--- src/logic/slr_consts.svh ---
// Constants for the serial link status, sequence and address registers.
// Assumes inclusion by the package and the register bank only.
`ifndef SLR_CONSTS_SVH
`define SLR_CONSTS_SVH
// ----------------------------------------
// Register selects on the special function port
// ----------------------------------------
`define SLR_SEL_STATUS 2'h0
`define SLR_SEL_SEQ 2'h1
`define SLR_SEL_ADDR 2'h2
// ----------------------------------------
// Status/command bit positions
// ----------------------------------------
`define SLR_ST_PROT 0
`define SLR_ST_MODE 1
`define SLR_ST_POLL 2
`define SLR_ST_OVR 3
`define SLR_ST_IRQ 4
`define SLR_ST_TXREQ 5
`define SLR_ST_RXEN 6
`define SLR_ST_TXBUF 7
// ----------------------------------------
// Sequence-count bit positions
// ----------------------------------------
`define SLR_SQ_RERR 0
`define SLR_SQ_NR_LO 1
`define SLR_SQ_SERR 4
`define SLR_SQ_NS_LO 5
// ----------------------------------------
// Reset values
// ----------------------------------------
`define SLR_RST_STATUS 8'h00
`define SLR_RST_SEQ 8'h00
`define SLR_RST_ADDR 8'h00
`define SLR_RST_RDATA 8'h00
`endif

--- src/logic/slr_pkg.sv ---
// Types shared by the serial link register bank.
// Assumes the constants header is on the include path.
`include "slr_consts.svh"
package slr_pkg;
  // CPU access: byte write, or a single-bit write to a bit-addressable register.
  typedef struct packed {
    logic [1:0] sel;
    logic byte_we;
    logic bit_we;
    logic [2:0] bit_idx;
    logic bit_val;
    logic [7:0] wdata;
  } slr_cpu_req_t;
  // One-cycle events and writes from the serial unit.
  typedef struct packed {
    logic clr_mode;
    logic set_irq;
    logic set_ovr;
    logic set_txreq;
    logic clr_txreq;
    logic clr_rxen;
    logic clr_txbuf;
    logic seq_we;
    logic [7:0] seq_wdata;
    logic chk_frame;
    logic [2:0] rx_ns;
    logic [2:0] rx_nr;
  } slr_unit_req_t;
  typedef enum logic [1:0] {
    SLR_MODE_FLEX,
    SLR_MODE_AUTO,
    SLR_MODE_NONADDR,
    SLR_MODE_ADDR
  } slr_mode_t;
endpackage : slr_pkg

--- src/logic/slr_regs.sv ---
// Status/command, sequence-count and node-address registers shared by CPU and serial unit.
// Assumes CPU and serial unit share i_clk_sys and issue one-cycle requests.
// Behaviour
// - CPU full access; unit writes designated bits
// - Protect bit blocks receive buffer writes
// - Protect in automatic mode answers receive-not-ready
// - Without no-control-field, mode bit selects auto/flexible
// - With no-control-field, mode bit selects addressed
// - Serial unit may clear mode bit
// - Unit sets interrupt flag; CPU clears it
// - Transmit request bit enables transmission
// - Unit may write transmit request in automatic
// - Pin driven only outside loop configuration
// - Request-to-send pin is inverted, active low
// - Unit clears receive enable after frame stored
// - CPU sets transmit-buffer-ready; unit clears it
// - Send counter in bits 7 to 5
// - Receive counter bits 3-1, error flags 4,0
// - Sequence register byte and bit writable
// - Counters untouched by the unit outside automatic mode
// - Node address register, CPU bytewise access
// - No-control-field bit selects non-buffered frames
module slr_regs
  import slr_pkg::*;
(
  input wire logic i_clk_sys,
  input wire logic i_rst,
  input wire slr_cpu_req_t i_cpu,
  input wire slr_unit_req_t i_unit,
  input wire logic i_rx_wr_req,
  input wire logic i_no_ctrl_field,
  input wire logic i_loop_cfg,
  output logic [7:0] o_cpu_rdata,
  output logic [7:0] o_status,
  output logic [7:0] o_seq,
  output logic [7:0] o_node_addr,
  output slr_mode_t o_mode,
  output logic o_auto_mode,
  output logic o_non_buffered,
  output logic o_rx_wr_allow,
  output logic o_reply_rnr,
  output logic o_tx_enable,
  output logic o_irq,
  output logic o_rts_pin_n,
  output logic o_rts_pin_oe
);
  // ----------------------------------------
  // Register state
  // ----------------------------------------
  logic [7:0] status_r;
  logic [7:0] status_nxt;
  logic [7:0] seq_r;
  logic [7:0] seq_nxt;
  logic [7:0] addr_r;
  logic [7:0] addr_nxt;
  logic [7:0] rdata_r;
  logic [7:0] rdata_nxt;
  // ----------------------------------------
  // Decoded requests
  // ----------------------------------------
  logic auto_w;
  logic cpu_st_byte;
  logic cpu_st_bit;
  logic cpu_sq_byte;
  logic cpu_sq_bit;
  logic cpu_ad_byte;
  logic unit_sq_we;
  logic unit_chk;
  logic unit_set_txreq;
  logic unit_clr_txreq;
  logic [7:0] st_cpu;
  logic [7:0] sq_cpu;
  logic [7:0] st_clr;
  logic [7:0] st_set;
  logic [7:0] sq_set;
  logic [2:0] ns_cur;
  logic [2:0] nr_cur;
  logic [2:0] ns_inc;
  logic rx_seq_bad;
  logic tx_seq_bad;

  assign auto_w = status_r[`SLR_ST_MODE] & ~i_no_ctrl_field;
  assign cpu_st_byte = i_cpu.byte_we && (i_cpu.sel == `SLR_SEL_STATUS);
  assign cpu_st_bit = i_cpu.bit_we && (i_cpu.sel == `SLR_SEL_STATUS);
  assign cpu_sq_byte = i_cpu.byte_we && (i_cpu.sel == `SLR_SEL_SEQ);
  assign cpu_sq_bit = i_cpu.bit_we && (i_cpu.sel == `SLR_SEL_SEQ);
  // The address register is byte addressable only, so bit writes to it are dropped.
  assign cpu_ad_byte = i_cpu.byte_we && (i_cpu.sel == `SLR_SEL_ADDR);
  // Transmit request and the counters belong to the unit only in automatic mode.
  assign unit_set_txreq = auto_w && i_unit.set_txreq;
  assign unit_clr_txreq = auto_w && i_unit.clr_txreq;
  assign unit_sq_we = auto_w && i_unit.seq_we;
  assign unit_chk = auto_w && i_unit.chk_frame;

  // ----------------------------------------
  // CPU write merge
  // ----------------------------------------
  slr_cpu_merge #(
    .W(8)
  ) i_st_merge (
    .i_cur(status_r),
    .i_byte_we(cpu_st_byte),
    .i_bit_we(cpu_st_bit),
    .i_bit_idx(i_cpu.bit_idx),
    .i_bit_val(i_cpu.bit_val),
    .i_wdata(i_cpu.wdata),
    .o_merged(st_cpu)
  );

  slr_cpu_merge #(
    .W(8)
  ) i_sq_merge (
    .i_cur(seq_r),
    .i_byte_we(cpu_sq_byte),
    .i_bit_we(cpu_sq_bit),
    .i_bit_idx(i_cpu.bit_idx),
    .i_bit_val(i_cpu.bit_val),
    .i_wdata(i_cpu.wdata),
    .o_merged(sq_cpu)
  );

  // ----------------------------------------
  // Sequence checks
  // ----------------------------------------
  assign ns_cur = seq_r[`SLR_SQ_NS_LO +: 3];
  assign nr_cur = seq_r[`SLR_SQ_NR_LO +: 3];
  // The send count wraps modulo eight, as the three-bit field does.
  assign ns_inc = 3'(ns_cur + 3'h1);
  assign rx_seq_bad = i_unit.rx_ns != nr_cur;
  // An acknowledge of the current frame or of the next one (send count plus one) is accepted.
  assign tx_seq_bad = (i_unit.rx_nr != ns_cur) && (i_unit.rx_nr != ns_inc);

  // ----------------------------------------
  // Status/command register
  // ----------------------------------------
  // Unit clears act after the CPU write and unit sets after both, so no event is lost.
  always_comb begin
    st_clr = 8'h00;
    st_set = 8'h00;
    st_clr[`SLR_ST_MODE] = i_unit.clr_mode;
    st_clr[`SLR_ST_RXEN] = i_unit.clr_rxen;
    st_clr[`SLR_ST_TXBUF] = i_unit.clr_txbuf;
    st_clr[`SLR_ST_TXREQ] = unit_clr_txreq;
    st_set[`SLR_ST_TXREQ] = unit_set_txreq;
    st_set[`SLR_ST_OVR] = i_unit.set_ovr;
    st_set[`SLR_ST_IRQ] = i_unit.set_irq;
    status_nxt = (st_cpu & ~st_clr) | st_set;
  end

  slr_reg #(
    .W(8),
    .RST(`SLR_RST_STATUS)
  ) i_status_reg (
    .i_clk_sys(i_clk_sys),
    .i_rst(i_rst),
    .i_d(status_nxt),
    .o_q(status_r)
  );

  // ----------------------------------------
  // Sequence-count register
  // ----------------------------------------
  always_comb begin
    sq_set = 8'h00;
    sq_set[`SLR_SQ_RERR] = unit_chk && rx_seq_bad;
    sq_set[`SLR_SQ_SERR] = unit_chk && tx_seq_bad;
    seq_nxt = sq_cpu;
    // The unit's own write wins over a CPU write in the same cycle.
    if (unit_sq_we) begin
      seq_nxt = i_unit.seq_wdata;
    end
    seq_nxt = seq_nxt | sq_set;
  end

  slr_reg #(
    .W(8),
    .RST(`SLR_RST_SEQ)
  ) i_seq_reg (
    .i_clk_sys(i_clk_sys),
    .i_rst(i_rst),
    .i_d(seq_nxt),
    .o_q(seq_r)
  );

  // ----------------------------------------
  // Node-address register
  // ----------------------------------------
  always_comb begin
    addr_nxt = addr_r;
    if (cpu_ad_byte) begin
      addr_nxt = i_cpu.wdata;
    end
  end

  slr_reg #(
    .W(8),
    .RST(`SLR_RST_ADDR)
  ) i_addr_reg (
    .i_clk_sys(i_clk_sys),
    .i_rst(i_rst),
    .i_d(addr_nxt),
    .o_q(addr_r)
  );

  // ----------------------------------------
  // Read data
  // ----------------------------------------
  // Read data shows the value after this cycle's writes, one cycle after the select.
  always_comb begin
    unique case (i_cpu.sel)
      `SLR_SEL_STATUS: rdata_nxt = status_nxt;
      `SLR_SEL_SEQ: rdata_nxt = seq_nxt;
      `SLR_SEL_ADDR: rdata_nxt = addr_nxt;
      default: rdata_nxt = 8'h00;
    endcase
  end

  slr_reg #(
    .W(8),
    .RST(`SLR_RST_RDATA)
  ) i_rdata_reg (
    .i_clk_sys(i_clk_sys),
    .i_rst(i_rst),
    .i_d(rdata_nxt),
    .o_q(rdata_r)
  );

  // ----------------------------------------
  // Outputs
  // ----------------------------------------
  assign o_cpu_rdata = rdata_r;
  assign o_status = status_r;
  assign o_seq = seq_r;
  assign o_node_addr = addr_r;
  assign o_auto_mode = auto_w;
  assign o_non_buffered = i_no_ctrl_field;
  always_comb begin
    unique case ({i_no_ctrl_field, status_r[`SLR_ST_MODE]})
      2'b00: o_mode = SLR_MODE_FLEX;
      2'b01: o_mode = SLR_MODE_AUTO;
      2'b10: o_mode = SLR_MODE_NONADDR;
      default: o_mode = SLR_MODE_ADDR;
    endcase
  end
  assign o_rx_wr_allow = i_rx_wr_req & ~status_r[`SLR_ST_PROT];
  assign o_reply_rnr = auto_w & status_r[`SLR_ST_PROT];
  assign o_tx_enable = status_r[`SLR_ST_TXREQ];
  assign o_irq = status_r[`SLR_ST_IRQ];
  // The pin is released in loop configuration rather than driven high.
  assign o_rts_pin_n = ~status_r[`SLR_ST_TXREQ];
  assign o_rts_pin_oe = ~i_loop_cfg;
endmodule : slr_regs

// ----------------------------------------
// CPU write merge for a bit-addressable register
// ----------------------------------------
module slr_cpu_merge
  import slr_pkg::*;
#(
  parameter int W = 8
)
(
  input wire logic [W-1:0] i_cur,
  input wire logic i_byte_we,
  input wire logic i_bit_we,
  input wire logic [2:0] i_bit_idx,
  input wire logic i_bit_val,
  input wire logic [W-1:0] i_wdata,
  output logic [W-1:0] o_merged
);
  // A byte write replaces the whole value; a bit write touches one position only.
  always_comb begin
    o_merged = i_cur;
    if (i_byte_we) begin
      o_merged = i_wdata;
    end
    if (i_bit_we) begin
      o_merged[i_bit_idx] = i_bit_val;
    end
  end
endmodule : slr_cpu_merge

// ----------------------------------------
// Register with asynchronous reset
// ----------------------------------------
module slr_reg
  import slr_pkg::*;
#(
  parameter int W = 8,
  parameter logic [W-1:0] RST = '0
)
(
  input wire logic i_clk_sys,
  input wire logic i_rst,
  input wire logic [W-1:0] i_d,
  output logic [W-1:0] o_q
);
  always_ff @(posedge i_clk_sys or posedge i_rst) begin
    if (i_rst) begin
      o_q <= RST;
    end else begin
      o_q <= i_d;
    end
  end
endmodule : slr_reg

--- config.mk ---
export PLATFORM = sky130hd
export DESIGN_NAME = slr_regs
export DESIGN_NICKNAME = d
export VERILOG_FILES = /design/src/logic/slr_pkg.sv /design/src/logic/slr_regs.sv
export VERILOG_INCLUDE_DIRS = /design/src /design/src/logic
export SDC_FILE = /design/constraint.sdc
export NUM_CORES = 1
export LEC_CHECK = 0
export BUFFER_PORTS_ARGS = -buffer_cell sky130_fd_sc_hd__buf_2
export CAP_MARGIN = 20
export CORE_MARGIN = 4
export CORE_UTILIZATION = 45
export CTS_BUF_LIST = sky130_fd_sc_hd__clkbuf_8
export CTS_CLUSTER_DIAMETER = 40
export DETAILED_ROUTE_END_ITERATION = 8
export MAX_ROUTING_LAYER = met4
export PLACE_DENSITY_LB_ADDON = 0.08
export SYNTH_ARGS = -nofsm -noshare
export SYNTH_HDL_FRONTEND = slang
export SYNTH_HIERARCHICAL = 1
export SYNTH_SLANG_ARGS = --single-unit
--- constraint.sdc ---
create_clock -name i_clk_sys -period 1.65 [get_ports i_clk_sys]
set_clock_uncertainty 0.2 [all_clocks]
set_input_delay 0.33 -clock i_clk_sys [delete_from_list [all_inputs] [get_ports i_clk_sys]]
set_output_delay 0.33 -clock i_clk_sys [all_outputs]
set_load 0.01 [all_outputs]
==> impl.org <==
** Logic synthesis
- Cells after Synth :: 183
- After synthesis, the mean cell area works out to 11.7 um2.
- In this run, distinct cell masters in the synthesized netlist total 37.
- Number of register bits inferred by synthesis :: 32
- Nets in the synthesized netlist :: 228
- Yosys mapped a number of flops with a built-in enable equal to 0.
- Sequential element share of the synthesized area :: 0.374
- The synthesized netlist occupies a cell area of 2140 um2.
- The most used flip-flop cell after synthesis is dfrtp_1.
- After synthesis, the share of flip-flops with an asynchronous set or reset is 1.00.
- During synthesis, Yosys emitted a total of 6 warnings.

** CTS
- TritonCTS built the clock tree.
- Number of levels in the clock H-tree :: 2
- Buffers inserted during clock tree synthesis total 5.
- After clock tree synthesis, the clock-pin slew on the worst setup and hold paths is 70 ps.
- Total clock sinks :: 32
- At the later pin of the worst-skew pair, clock insertion delay measures 290 ps.
- The longest clock path from root to sink contains 2 buffers.
- Clock tree root driver cell :: clkbuf_8

** Critical path
- Capture point of the worst reg-to-reg path :: i_rdata_reg/o_q[3]
- By instance count, the cell type seen most on the critical path is mux2_4.
- Worst-path fanout max :: 8
- Largest stage delay on the critical path :: 300 ps
- The startpoint identified for the worst register-to-register timing path is i_status_reg/o_q[3].
- Critical path data required time :: 1640 ps
- For the worst flop-to-flop path, the logic depth is 6.
- Arrival time reported for the critical path endpoint :: 1880 ps
- Worst Setup End Kind :: register
- The critical path is of the in -> reg type.
- Flop-to-flop setup slack :: -110 ps
- The worst setup path is launched from an input pin.
- Cell with the largest stage delay on the worst path :: mux2_4
- Sequence of cells on the critical path :: buf_8 > nor3b_2 > buf_6 > mux2_4 > mux2_4 > or2_4 > nor2_4 > a211oi_2 > a21o_1

** Drt
- For this run, the detailed router's first-pass iteration total came to 4.
- Vias per Instance :: 5.32
- Routed vias :: 1879
- Drc violations :: 0
- Once detail routing completed, the nets flagged for antenna violations numbered 0.
- In the final routed layout, each cell accounts on average for 17.4 um.
- Total wirelength of the detailed-routed design :: 6130 um
- 1st-iter DRT viols :: 69

** Floorplan
- In this run the horizontal extent of the chip is 77.0 um.
- The floorplan step defined a die boundary enclosing 5930 um2.
- I/O pin total :: 86
- Die Y :: 77.0 um
- Total core area :: 4470 um2
- Number of core rows :: 24
- The initial utilization of the core area, before any placement, comes to 0.479.

** Power and ir drop
- Overall power consumption after layout is estimated at 0.00290 W.
- Summed over all cells, the static leakage comes to 1.64 nW.
- Worst vdd rail ir drop :: 0.823 mV
- PD cells :: 896 nW/um2

** STA
- Unrepaired setup endpoints after global routing :: yes
- Final setup violation count :: 17
- Slew at the pin closest to its max-slew limit :: 382 ps
- The final number of max-transition violations is 0.
- Peak Freq :: 528 MHz
- Shortest period the worst path allows :: 1890 ps
- The worst pin sits at a relative slew slack of 0.745.
- Post-layout worst setup margin :: -244 ps
- Of the available clock period, the critical path in the final layout requires 1.15.
- The final-report hold violation count came to 0.

** Global routing
- GR Overflow Total :: 0
- Antenna violations before repair :: 0
- Pin count of the biggest net entering global routing :: 17
- In the global route stage, overall resource usage came out at 0.219.
- The via count of the first global-routing pass is 1983.
- The first global-routing pass estimated 9930 um of wire.

** Finish
- In the final layout, the share of cells above drive strength 1 is 0.668.
- Leaving out fill and tap cells, the most frequent cells in the layout are 81 x buf_2, 33 x mux2_4, 32 x dfrtp_1.
- Layout area overhead :: 50.8%
- Leaving out fill and tap cells, the most frequent cell in the layout is buf_2.
- Final design instance area without fill :: 3230 um2
- Layout Nets :: 345
- 0 antenna diodes ended up in the layout.

** Worst hold path
- Type of the tightest min-delay check :: in -> reg
- Cell count of the worst hold path :: 2
- Launch instance of the worst min-delay path :: i_unit[22]
- For hold timing, the worst endpoint is i_status_reg/o_q[1].

** Place
- At the end of routability-driven placement, the weighted congestion stood at 0.857.
- HPWL Detailed :: 4660 um
- After detailed placement, the total cell area comes to 2880 um2.
- During placement, the flow inserted port buffers numbering 85.

** Outcome
- Outcome :: finished, violations left
- Violated checks :: negative setup slack

** Run
- The tool flagged a number of max-cap violations equal to 0.
-- area by class of cell --
class	count	area (um2)
clock buffer	7	96.3
timing repair buffer	123	788
fill	335	1240
multi-input combinational	132	1430
inverter	6	22.5
clock inverter	1	30.0
sequential	32	801
tap	52	65.1
-- synth_stat cells, types with 3 or more instances --
master / number / area share
nand2_1: 10 / 0.018
o21ai_0: 6 / 0.014
and4bb_1: 6 / 0.035
buf_2: 3 / 0.0070
mux2_1: 6 / 0.032
inv_1: 6 / 0.011
nand4b_1: 6 / 0.025
clkbuf_1: 4 / 0.0070
o2bb2ai_1: 7 / 0.029
mux2_4: 11 / 0.077
buf_6: 3 / 0.016
and2_1: 3 / 0.0088
xnor2_1: 3 / 0.012
nor2b_1: 6 / 0.018
buf_4: 3 / 0.011
mux2_2: 29 / 0.15
dfrtp_1: 32 / 0.37
mux2i_1: 9 / 0.042
xor2_1: 5 / 0.020
-- per-stage QoR --
| stage | cells | setup WS [ps] | utilization | setup TNS [ps] | hold slack, ps |
|---|---|---|---|---|---|
| 6_report | 353 | -244 | 0.723 | -1790 | 13.0 |
| 2_1_floorplan | 183 | -660 | - | -9090 | -54.3 |
| 3_3_place_gp | 335 | -634 | 0.644 | -10610 | 134 |
| 3_5_place_dp | 335 | -649 | 0.644 | -10790 | 135 |
| 4_1_cts | 347 | -248 | 0.701 | -1460 | 4.38 |
| 5_1_grt | 353 | -303 | 0.723 | -2730 | 5.27 |
-- sequential cells by signal, summed over array words and instances, names as in the netlist --
signal / flops
i_addr_reg/o_q: 8
i_rdata_reg/o_q: 8
i_seq_reg/o_q: 8
i_status_reg/o_q: 8
-- logic make-up (layout without fill, tap and decap cells) --
kind of cell | Yosys count | after routing | synth area share
DFF | 32 | 32 | 0.374
muxes | 55 | 55 | 0.303
AOI/OAI and AO/OA | 21 | 21 | 0.0689
adders and majority gates | 1 | 1 | 0.00584
and+or+nand+nor | 47 | 47 | 0.165
buffers and inverters | 19 | 137 | 0.0508
xor gates and xnor gates | 8 | 8 | 0.0327
-- worst max-delay path by stage --
| stage | from | end | cells past startpoint |
|---|---|---|---|
| 2_1_floorplan | i_cpu[15] | i_rdata_reg/o_q[3] | 10 |
| 3_3_place_gp | i_cpu[14] | i_rdata_reg/o_q[3] | 7 |
| 3_5_place_dp | i_cpu[14] | i_rdata_reg/o_q[3] | 7 |
| 4_1_cts | i_cpu[14] | i_rdata_reg/o_q[3] | 9 |
| 5_1_grt | i_cpu[15] | i_rdata_reg/o_q[3] | 9 |
| 6_report | i_cpu[15] | i_rdata_reg/o_q[3] | 9 |
-- routing by layer --
layer	global-route usage	vias to the layer above	routed length, um
li1	-	906	-
met1	0.289	903	2850
met4	0.0925	0	114
met5	-	-	0
met3	0.0433	11	322
met2	0.330	59	2850
-- what timing repair did --
action / 4_1_cts / 5_1_grt
resized for setup: 30 / 13
hold buffers: 1 / 0
endpoints found under the setup margin: 19 / 21
pin swaps: 11 / 11
buffers inserted: 3 / 6
hold endpoints to repair: 32 / 0
-- report_power, final --
group / leakage, nW / internal (W) / switching [W] / total [W]
Combinational: 1.19 / 0.000601 / 0.000458 / 0.00106
Sequential: 0.385 / 0.000916 / 0.0000917 / 0.00101
Clock: 0.0645 / 0.000533 / 0.000298 / 0.000830
Total: 1.64 / 0.00205 / 0.000848 / 0.00290
-- worst max-delay path, delay by kind of cell --
family	cells	cell delay, ps
muxes	2	550
and+or+nand+nor	3	500
AOI/OAI and AO/OA	2	200
buffers and inverters	2	280
(Power assumes the default switching activity.)
